File: src/logic/adcrc_defs.svh
`ifndef ADCRC_DEFS_SVH
`define ADCRC_DEFS_SVH

// Clock rate of sys_clk_i in MHz.
`define ADCRC_CLK_MHZ          200
// Time from the start edge to a finished result, in ns.
`define ADCRC_CONV_TIME_NS     800
// High and low widths of the done strobe, in ns.
`define ADCRC_STROBE_HIGH_NS   100
`define ADCRC_STROBE_LOW_NS    50
// Least times round up to whole cycles.
`define ADCRC_CONV_CYCLES      ((`ADCRC_CONV_TIME_NS * `ADCRC_CLK_MHZ + 999) / 1000)
`define ADCRC_HIGH_CYCLES      ((`ADCRC_STROBE_HIGH_NS * `ADCRC_CLK_MHZ + 999) / 1000)
`define ADCRC_LOW_CYCLES       ((`ADCRC_STROBE_LOW_NS * `ADCRC_CLK_MHZ + 999) / 1000)

// Result word and analog level layout.
`define ADCRC_DATA_W           12
`define ADCRC_LEVEL_W          15
// Top of scale in half-code units: centre of code 4095.
`define ADCRC_LEVEL_TOP        15'sh1FFE
`define ADCRC_CODE_MAX         12'hFFF
`define ADCRC_CODE_MIN         12'h000
`define ADCRC_BUF_DEPTH        2

`endif

File: src/logic/adcrc_pkg.sv
`include "adcrc_defs.svh"

package adcrc_pkg;

    typedef struct packed {
        logic                       out_of_range;
        logic [`ADCRC_DATA_W-1:0]   code;
    } adcrc_result_type;

    typedef enum logic [1:0] {
        CV_ACQUIRE,
        CV_CONVERT,
        CV_DELIVER
    } adcrc_conv_state_type;

    typedef enum logic [1:0] {
        OS_IDLE,
        OS_SETUP,
        OS_HIGH,
        OS_LOW
    } adcrc_out_state_type;

endpackage

File: src/logic/adcrc_buf.sv
`timescale 1ns/1ps

// Small FIFO between the converter core and the pin stage.
module adcrc_buf #(
    parameter int WIDTH = 13,
    parameter int DEPTH = 2
) (
    // Clock and reset
    input  wire logic             sys_clk_i,
    input  wire logic             reset_i,
    // Filling side
    input  wire logic             in_valid_i,
    output logic                  in_ready_o,
    input  wire logic [WIDTH-1:0] in_data_i,
    // Draining side
    output logic                  out_valid_o,
    input  wire logic             out_ready_i,
    output logic [WIDTH-1:0]      out_data_o
);
    localparam int PTR_W = (DEPTH > 1) ? $clog2(DEPTH) : 1;

    logic [WIDTH-1:0] mem_r [DEPTH];
    logic [PTR_W-1:0] wr_ptr_r;
    logic [PTR_W-1:0] rd_ptr_r;
    logic [PTR_W:0]   count_r;
    logic             push;
    logic             pop;

    assign in_ready_o  = (count_r != (PTR_W+1)'(DEPTH));
    assign out_valid_o = (count_r != '0);
    assign out_data_o  = mem_r[rd_ptr_r];
    assign push        = in_valid_i && in_ready_o;
    assign pop         = out_valid_o && out_ready_i;

    always_ff @(posedge sys_clk_i) begin
        if (push) begin
            mem_r[wr_ptr_r] <= in_data_i;
        end
    end

    always_ff @(posedge sys_clk_i or posedge reset_i) begin
        if (reset_i) begin
            wr_ptr_r <= '0;
            rd_ptr_r <= '0;
            count_r  <= '0;
        end else begin
            if (push) begin
                wr_ptr_r <= (wr_ptr_r == PTR_W'(DEPTH - 1)) ? '0 : wr_ptr_r + 1'b1;
            end
            if (pop) begin
                rd_ptr_r <= (rd_ptr_r == PTR_W'(DEPTH - 1)) ? '0 : rd_ptr_r + 1'b1;
            end
            if (push && !pop) begin
                count_r <= count_r + 1'b1;
            end else if (pop && !push) begin
                count_r <= count_r - 1'b1;
            end
        end
    end

endmodule

File: src/logic/adcrc_top.sv
`timescale 1ns/1ps
`include "adcrc_defs.svh"

module adcrc_top #(
    parameter int CONV_CYCLES = `ADCRC_CONV_CYCLES,
    parameter int HIGH_CYCLES = `ADCRC_HIGH_CYCLES,
    parameter int LOW_CYCLES  = `ADCRC_LOW_CYCLES,
    parameter int BUF_DEPTH   = `ADCRC_BUF_DEPTH
) (
    // Clock and reset
    input  wire logic                              sys_clk_i,
    input  wire logic                              reset_i,
    // Conversion control pin and analog level in half-code units
    input  wire logic                              conversion_start_input_i,
    input  wire logic signed [`ADCRC_LEVEL_W-1:0]  analog_level_i,
    // Receiver readiness to capture a new word
    input  wire logic                              capture_ready_i,
    // Result pins
    output logic [`ADCRC_DATA_W-1:0]               data_o,
    output logic                                   data_msb_n_o,
    output logic                                   out_of_range_flag_o,
    output logic                                   conversion_done_strobe_o,
    // Status
    output logic                                   acquiring_o,
    output logic                                   start_ready_o
);
    localparam int RES_W = $bits(adcrc_pkg::adcrc_result_type);

    // Turn a held level into a saturated code and its range flag.
    function automatic adcrc_pkg::adcrc_result_type quantize(
        input logic signed [`ADCRC_LEVEL_W-1:0] level
    );
        adcrc_pkg::adcrc_result_type res;
        logic signed [`ADCRC_LEVEL_W:0]         rounded;
        rounded = ($signed({level[`ADCRC_LEVEL_W-1], level}) + 16'sh0001) >>> 1;
        res     = '0;
        if (level < 15'sh0000) begin
            res.out_of_range = (level <= -15'sh0001);
            res.code         = `ADCRC_CODE_MIN;
        end else if (level > `ADCRC_LEVEL_TOP) begin
            res.out_of_range = (level >= `ADCRC_LEVEL_TOP + 15'sh0001);
            res.code         = `ADCRC_CODE_MAX;
        end else begin
            res.out_of_range = 1'b0;
            res.code         = rounded[`ADCRC_DATA_W-1:0];
        end
        return res;
    endfunction

    // Start pin synchroniser.
    logic start_s1_r;
    logic start_s2_r;
    logic start_s3_r;
    logic start_level_r;
    logic start_edge;

    always_ff @(posedge sys_clk_i or posedge reset_i) begin
        if (reset_i) begin
            start_s1_r <= 1'b0;
            start_s2_r <= 1'b0;
            start_s3_r <= 1'b0;
        end else begin
            start_s1_r <= conversion_start_input_i;
            start_s2_r <= start_s1_r;
            start_s3_r <= start_s2_r;
        end
    end

    always_ff @(posedge sys_clk_i or posedge reset_i) begin
        if (reset_i) begin
            start_level_r <= 1'b0;
        end else if (start_s2_r == start_s3_r) begin
            start_level_r <= start_s3_r;
        end
    end

    assign start_edge = (start_s2_r == start_s3_r) && start_s3_r && !start_level_r;

    // Converter core.
    adcrc_pkg::adcrc_conv_state_type conv_state_r;
    logic [15:0]                     conv_cnt_r;
    logic signed [`ADCRC_LEVEL_W-1:0] held_level_r;
    adcrc_pkg::adcrc_result_type     result_r;
    logic                            buf_in_ready;
    logic                            buf_out_valid;
    logic                            buf_out_ready;
    logic [RES_W-1:0]                buf_out_data;

    assign start_ready_o = (conv_state_r == adcrc_pkg::CV_ACQUIRE);

    always_ff @(posedge sys_clk_i or posedge reset_i) begin
        if (reset_i) begin
            conv_state_r <= adcrc_pkg::CV_ACQUIRE;
            conv_cnt_r   <= '0;
            held_level_r <= '0;
            result_r     <= '0;
        end else begin
            unique case (conv_state_r)
                adcrc_pkg::CV_ACQUIRE: begin
                    if (start_edge) begin
                        held_level_r <= analog_level_i;
                        conv_cnt_r   <= 16'(CONV_CYCLES - 1);
                        conv_state_r <= adcrc_pkg::CV_CONVERT;
                    end
                end
                adcrc_pkg::CV_CONVERT: begin
                    if (conv_cnt_r == '0) begin
                        result_r     <= quantize(held_level_r);
                        conv_state_r <= adcrc_pkg::CV_DELIVER;
                    end else begin
                        conv_cnt_r <= conv_cnt_r - 1'b1;
                    end
                end
                adcrc_pkg::CV_DELIVER: begin
                    if (buf_in_ready) begin
                        conv_state_r <= adcrc_pkg::CV_ACQUIRE;
                    end
                end
            endcase
        end
    end

    adcrc_buf #(
        .WIDTH (RES_W),
        .DEPTH (BUF_DEPTH)
    ) u_buf (
        .sys_clk_i   (sys_clk_i),
        .reset_i     (reset_i),
        .in_valid_i  (conv_state_r == adcrc_pkg::CV_DELIVER),
        .in_ready_o  (buf_in_ready),
        .in_data_i   (result_r),
        .out_valid_o (buf_out_valid),
        .out_ready_i (buf_out_ready),
        .out_data_o  (buf_out_data)
    );

    // Pin stage: data settles one cycle before the strobe rises.
    adcrc_pkg::adcrc_out_state_type out_state_r;
    logic [15:0]                    out_cnt_r;
    adcrc_pkg::adcrc_result_type    pin_word;

    assign pin_word      = buf_out_data;
    assign buf_out_ready = (out_state_r == adcrc_pkg::OS_IDLE) && capture_ready_i;

    always_ff @(posedge sys_clk_i or posedge reset_i) begin
        if (reset_i) begin
            out_state_r <= adcrc_pkg::OS_IDLE;
            out_cnt_r   <= '0;
        end else begin
            unique case (out_state_r)
                adcrc_pkg::OS_IDLE: begin
                    if (buf_out_valid && capture_ready_i) begin
                        out_state_r <= adcrc_pkg::OS_SETUP;
                    end
                end
                adcrc_pkg::OS_SETUP: begin
                    out_cnt_r   <= 16'(HIGH_CYCLES - 1);
                    out_state_r <= adcrc_pkg::OS_HIGH;
                end
                adcrc_pkg::OS_HIGH: begin
                    if (out_cnt_r == '0) begin
                        out_cnt_r   <= 16'(LOW_CYCLES - 1);
                        out_state_r <= adcrc_pkg::OS_LOW;
                    end else begin
                        out_cnt_r <= out_cnt_r - 1'b1;
                    end
                end
                adcrc_pkg::OS_LOW: begin
                    if (out_cnt_r == '0) begin
                        out_state_r <= adcrc_pkg::OS_IDLE;
                    end else begin
                        out_cnt_r <= out_cnt_r - 1'b1;
                    end
                end
            endcase
        end
    end

    // Data and flag change together and only when a finished result is shown.
    always_ff @(posedge sys_clk_i or posedge reset_i) begin
        if (reset_i) begin
            data_o              <= '0;
            data_msb_n_o        <= 1'b1;
            out_of_range_flag_o <= 1'b0;
        end else if (buf_out_ready && buf_out_valid) begin
            data_o              <= pin_word.code;
            data_msb_n_o        <= ~pin_word.code[`ADCRC_DATA_W-1];
            out_of_range_flag_o <= pin_word.out_of_range;
        end
    end

    always_ff @(posedge sys_clk_i or posedge reset_i) begin
        if (reset_i) begin
            conversion_done_strobe_o <= 1'b0;
        end else begin
            conversion_done_strobe_o <= (out_state_r == adcrc_pkg::OS_SETUP) ||
                                        ((out_state_r == adcrc_pkg::OS_HIGH) &&
                                         (out_cnt_r != '0));
        end
    end

    // The sampler holds from a start until the strobe of a result falls.
    always_ff @(posedge sys_clk_i or posedge reset_i) begin
        if (reset_i) begin
            acquiring_o <= 1'b1;
        end else if (start_edge && conv_state_r == adcrc_pkg::CV_ACQUIRE) begin
            acquiring_o <= 1'b0;
        end else if (out_state_r == adcrc_pkg::OS_LOW &&
                     out_cnt_r == 16'(LOW_CYCLES - 1) &&
                     conv_state_r != adcrc_pkg::CV_CONVERT) begin
            // First low cycle after the strobe fell; a running conversion keeps holding.
            acquiring_o <= 1'b1;
        end
    end

endmodule
File: config.mk
export PLATFORM = sky130hd
export DESIGN_NAME = adcrc_top
export DESIGN_NICKNAME = d
export VERILOG_FILES = /design/src/logic/adcrc_pkg.sv /design/src/logic/adcrc_buf.sv /design/src/logic/adcrc_top.sv
export VERILOG_INCLUDE_DIRS = /design/src /design/src/logic
export SDC_FILE = /design/constraint.sdc
export NUM_CORES = 1
export LEC_CHECK = 0
export BUFFER_PORTS_ARGS = -buffer_cell sky130_fd_sc_hd__buf_2
export CORE_UTILIZATION = 55
export DETAILED_ROUTE_END_ITERATION = 6
export PLACE_DENSITY_LB_ADDON = 0.12
export SLEW_MARGIN = 20
export SYNTH_ARGS = -nofsm -noshare
export SYNTH_HDL_FRONTEND = slang
export SYNTH_SLANG_ARGS = --single-unit
export TNS_END_PERCENT = 50
File: constraint.sdc
create_clock -name sys_clk_i -period 4.9 [get_ports sys_clk_i]
set_clock_uncertainty 0.15 [all_clocks]
set_input_delay 0.49 -clock sys_clk_i [delete_from_list [all_inputs] [get_ports sys_clk_i]]
set_output_delay 0.49 -clock sys_clk_i [all_outputs]
set_load 0.005 [all_outputs]
==> reports/qor.yml, run 1 <==
yosysSeqAreaShare: 0.557
clockBufferDepth: 2
initialDrtViolationCount: 140
cts_root_buffer: "clkbuf_8"
cp_num_cells: 7
fp-row-count: 35
critPathBufInv: 1
antenna_cells: 0
post-route-drc-count: 0
syn_nets: 540
slew_headroom: 0.380
grt_pass1_wl_mm: 17.5
critPathKind: "reg2reg"
setup_viol: 0
wire_per_inst_um: 14.5
grt_overflow_total: 0
dieWidth_um: 101
power_leakage_nw: 2.87
gp_congestion: 0.858
worstMarginPinSlew_ns: 0.907
die_height_um: 101
status: "complete, no violations"
intPower_mw: 2.43
ant_nets: 0
worst_ir_drop_vdd_mv: 0.298
power_switching_mw: 1.33
cpMaxStageDelayCell: "a2111oi_0"
power.density_nw_per_um2: 595
rsz0062_at_grt: "false"
drv_cap: 0
core_um2: 9330
io_buffers: 35
via_count: 3762
worstHoldPathCells: 3
initial_utilization: 0.574
insertion_delay_ns: 0.51
drt_first_pass_iters: 5
critPathCaptureType: "flip-flop"
drt_wl_total_mm: 10.1
cp_max_fo: 17
yosysMostFrequentCell: "nand2_1"
stdcell_count: 695
fmax_mhz: 329
pwr-share-clk: 0.313
worstPathRequired_ns: 5.12
p_comb_frac: 0.296
ctsResizeCount: 0
antenna_found_initial: 0
drive_gt1_frac: 0.155
ys_types: 60
grt_pass1_vias: 3686
synth_area_leader_cell: "dfrtp_1"
clk_pin_slew_worst_paths_ns: 0.06
r2r_cells: 7
post-dp-hpwl_mm: 6.64
power_frac_seq: 0.391
maxSlewViolCount: 0
numCtsBuffers: 17
io_pins: 36
cpPeakStageDelay_ns: 0.96
netlist_top_cells_count: "nand2_1 (89), dfrtp_1 (86), o21ai_0 (30)"
crit_arrival_ns: 3.26
yosys_warnings: 0
ys_ff_latch: 114
syn-instance-count: 506
final_util: 0.677
grt_max_degree: 51
fin_setup_tns_ns: 0
synth_top_area_share: 0.402
nNetsFinal: 587
design_area_um2: 6310
hold_violations: 0
reg2reg_setup_slack_ns: 1.86
period_needed_ns: 3.04
syn_to_final_growth_pct: 17.8
switching_share: 0.354
cts_tree: "built"
path_cells: "inv_1 -> ha_1 -> nand3b_1 -> a2111oi_0 -> nor3b_1 -> xnor2_1 -> nor2_1"
vias_per_cell: 5.41
h-tree-depth: 4
synthArstFlopShare: 0.772
netlist_top_cells_area: "dfrtp_1 (40%), edfxtp_1 (15%), nand2_1 (6.2%)"
synth-edff-count: 26
worstSetupStartpointType: "flip-flop"
power_mw: 3.76
hold_path_class: "in2reg"
die_area_um2: 10100
dp.cells: 652
place_area_um2: 5620
avgSynthCellArea_um2: 10.6
cts_sinks: 114
netlist_area_um2: 5360
synthFlopType: "dfrtp_1"
grt_use_total: 0.224
period_share: 0.620
cpLargestDelayFamily: "compound AO/OA/AOI/OAI gates"
registers in the layout, summed over array words and instances (netlist names), 2 cells and up:
| name | cells |
|---|---|
| conv_cnt_r | 16 |
| conv_state_r | 2 |
| data_o | 12 |
| held_level_r | 15 |
| out_cnt_r | 16 |
| out_state_r | 2 |
| result_r | 13 |
| u_buf.count_r | 2 |
| u_buf.mem_r | 26 |
worst reg2reg max path: stages (launching register included):
cell       delay (ns)
dfrtp_1          0.38
inv_1            0.11
ha_1             0.24
nand3b_1         0.48
a2111oi_0        0.96
nor3b_1          0.34
xnor2_1          0.17
nor2_1           0.06
kinds of logic after synthesis:
group           synth area share
buf+inv                   0.0334
xor+xnor                  0.0425
fa+ha+maj                 0.0350
simple gates               0.180
compound gates             0.114
flops                      0.557
mux                       0.0378
per-layer routing:
layer | up-vias | track usage | part of all wire
met5 | - | 0 | 0
met4 | 0 | 0.0847 | 0.011
met3 | 12 | 0.0617 | 0.043
met2 | 92 | 0.334 | 0.47
met1 | 1775 | 0.314 | 0.48
li1 | 1883 | - | -
metrics by stage:
step	setup WS, ns	hold WS, ns
2_1_floorplan	1.98	0.181
3_3_place_gp	2.10	0.185
3_5_place_dp	1.93	0.188
4_1_cts	1.91	0.00626
5_1_grt	1.62	0.0229
6_report	1.86	0.0271
power groups by stage:
stage / clock network, mW / logic, mW / registers (mW)
after global placement: 0 / 1.06 / 1.46
after detailed placement: 0 / 1.10 / 1.48
after CTS: 1.20 / 1.12 / 1.47
after global routing: 1.24 / 1.27 / 1.50
after floorplan: 0 / 0.876 / 1.41
final: 1.18 / 1.11 / 1.47
final timing paths:
path / to / start
max in group asynchronous: result_r[8] / reset_i
worst max-delay path: conv_cnt_r[12] / conv_state_r[0]
worst min-delay path: held_level_r[8] / analog_level_i[8]
worst max register to register: conv_cnt_r[12] / conv_state_r[0]
min in group asynchronous: conv_cnt_r[7] / reset_i
worst min register to register: start_s2_r / start_s1_r
repair_timing:
action | in CTS | in global routing
setup buffers | 0 | 0
hold endpoints to repair | 47 | 0
hold buffers | 11 | 0
area by class of cell:
cell class,instances,area (um^2)
fillers,711,3020
inverters,22,83.8
clock inverters,14,156
clock buffers,18,418
multi-input cells,350,2210
repair buffers,48,300
well taps,129,161
flip-flops and latches,114,2990
cell usage in the layout (no fill, tap or decap), types with 3 or more instances in the layout:
cell type / netlist / final
nand2_1: 89 / 89
dfrtp_1: 86 / 86
buf_2: 4 / 35
o21ai_0: 30 / 30
nor2_1: 29 / 28
edfxtp_1: 26 / 26
inv_1: 22 / 21
xnor2_1: 18 / 18
mux2i_1: 18 / 18
nor3_1: 17 / 17
clkbuf_16: 0 / 16
a21oi_1: 15 / 15
ha_1: 15 / 15
a22o_1: 13 / 13
dlygate4sd3_1: 0 / 11
or3_1: 8 / 8
xor2_1: 8 / 8
o211ai_1: 8 / 8
nand3_1: 8 / 8
clkinv_4: 0 / 6
or4_1: 5 / 5
or2_2: 5 / 5
o31ai_1: 5 / 5
nand4_1: 5 / 5
nor4_1: 4 / 4
nand2b_1: 4 / 4
and3_1: 3 / 3
clkinv_2: 0 / 3
nor2b_1: 3 / 3
inv_6: 0 / 3
No activity file was read; power rests on OpenSTA's default activity.
==> inputs of run 2 (changes only) <==
Settings changed: CORE_UTILIZATION 55 to 54.
Clock period 4.9 ns to 2.65 ns, I/O delays scaled along.
==> run 2 against run 1 <==
  * Non-clock buffer count up 18
  * Utilization up 1.3 points
  * Final cell count up 2.6%
  * Sequential share of layout area down 1.3 points
  * Clock power up 91%
  * Largest power group unchanged
  * Via count up 1.2%
  * Hold slack better by 0.054 ns
  * Cell area up 2.9%
  * Routed wire length up 0.30%
  * Worst setup slack worse by 1.7 ns
  * First-iteration DRC count up 26%
  * Critical path depth unchanged
==> reports/qor.yml, run 2 (same netlist as run 1, synthesis figures left out) <==
final_util: 0.690
post-route-drc-count: 0
critPathKind: "reg2reg"
setup_viol: 0
cp_max_fo: 9
initialDrtViolationCount: 177
ant_nets: 0
io_pins: 36
largest_register_ffs: 26
numCtsBuffers: 17
via_count: 3809
cts_tree: "built"
layout_commonest_cell: "nand2_1"
drive_gt1_frac: 0.173
period_share: 0.931
drt_first_pass_iters: 6
final_cell_mix: "nand2_1 (89), dfrtp_1 (86), buf_2 (35)"
power_leakage_nw: 2.96
fmax_mhz: 406
dp.cells: 664
reg2reg_setup_slack_ns: 0.18
dpl_worst_slack_ns: 0.146
initial_utilization: 0.569
grt_pass1_wl_mm: 17.3
grt_max_degree: 60
min_from: "capture_ready_i"
cts_root_buffer: "clkbuf_8"
stdcell_count: 713
rr_endpoint: "conv_cnt_r[9]"
antenna_found_initial: 0
insertion_delay_ns: 0.50
rsz0062_at_grt: "false"
vias_per_cell: 5.34
status: "complete, no violations"
worstHoldPathCells: 5
met2_usage: 0.337
nNetsFinal: 605
cpLargestDelayFamily: "compound AO/OA/AOI/OAI gates"
grt_util_met3: 0.0656
grt_pass1_vias: 3674
reg_top3: "u_buf.mem_r x26, conv_cnt_r x16, out_cnt_r x16"
crit_arrival_ns: 2.75
hold_end: "out_state_r[0]"
cpMaxStageDelayCell: "a2111oi_0"
clockBufferDepth: 2
critPathBufInv: 1
design_area_um2: 6500
hold_path_class: "in2reg"
grt_overflow_total: 0
power.density_nw_per_um2: 1090
r2r_cells: 7
die_height_um: 102
syn_to_final_growth_pct: 21.3
path_cells: "inv_1 -> ha_1 -> nand3b_1 -> a2111oi_0 -> o21ai_2 -> or4_1 -> a21oi_1"
post-dp-hpwl_mm: 6.61
reg2reg_from: "conv_state_r[0]"
core_um2: 9420
gp_congestion: 0.803
maxSlewViolCount: 0
dieWidth_um: 102
antenna_cells: 0
die_area_um2: 10300
worstSetupStartpointType: "flip-flop"
worstPathRequired_ns: 2.93
h-tree-depth: 4
use_met1: 0.303
clk_pin_slew_worst_paths_ns: 0.06
worstMarginPinSlew_ns: 0.754
cts_sinks: 114
wire_per_inst_um: 14.2
place_area_um2: 5710
worst_slack_ns: 0.184
fp-row-count: 35
io_buffers: 35
largest_register: "u_buf.mem_r"
drt_wl_total_mm: 10.1
grt_use_total: 0.221
period_needed_ns: 2.47
hold_violations: 0
slew_headroom: 0.497
worst_ir_drop_vdd_mv: 0.693
drv_cap: 0
fin_setup_tns_ns: 0
gr-max-usage-layer: "met2"
critPathCaptureType: "flip-flop"
cpPeakStageDelay_ns: 0.52
## run 2: layout make-up
| type | count | area [um^2] |
|---|---|---|
| flip-flops and latches | 114 | 2990 |
| fillers | 708 | 2920 |
| multi-input cells | 350 | 2210 |
| repair buffers | 66 | 450 |
| clock buffers | 17 | 414 |
| clock inverters | 15 | 184 |
| well taps | 129 | 161 |
| inverters | 22 | 86.3 |
## run 2: how the worst max path moves through the flow
stage	start	to	cells past startpoint
after floorplan	out_cnt_r[0]	out_cnt_r[5]	9
after global placement	conv_cnt_r[4]	result_r[2]	5
after detailed placement	conv_cnt_r[4]	result_r[10]	5
after CTS	conv_cnt_r[4]	result_r[9]	5
after global routing	conv_state_r[0]	conv_cnt_r[12]	8
final	conv_state_r[0]	conv_cnt_r[9]	7
## run 2: report_power, final
group | internal (mW) | switching (mW) | leakage [nW]
sequential | 2.25 | 0.463 | 1.35
combinational | 0.934 | 1.16 | 1.32
clock | 1.44 | 0.813 | 0.285
## run 2: per-stage QoR
step,total power [mW],hold WS [ns]
CTS,7.09,0.0536
global route,7.59,0.101
detailed placement,4.78,0.186
floorplan,4.23,0.146
global placement,4.69,0.181
finish,7.06,0.0815
## run 2: worst min-delay path, stage by stage
cell,delay [ns]
buf_2,0.11
o21ai_0,0.07
nand2_1,0.05
o21ai_0,0.11
a21oi_1,0.08
## run 2: metal layers
| metal | up-vias | wire, um | part of all wire |
|---|---|---|---|
| met4 | 0 | 72 | 0.0071 |
| met1 | 1799 | 5020 | 0.50 |
| met5 | - | 0 | 0 |
| li1 | 1918 | - | - |
| met3 | 5 | 421 | 0.042 |
| met2 | 87 | 4580 | 0.45 |
## run 2: timing repair
action | 4_1_cts | 5_1_grt
endpoints found under the setup margin | 0 | 18
endpoints found under the hold margin | 102 | 0
hold buffers | 17 | 0
resized for setup | 0 | 3
buffers inserted | 0 | 0
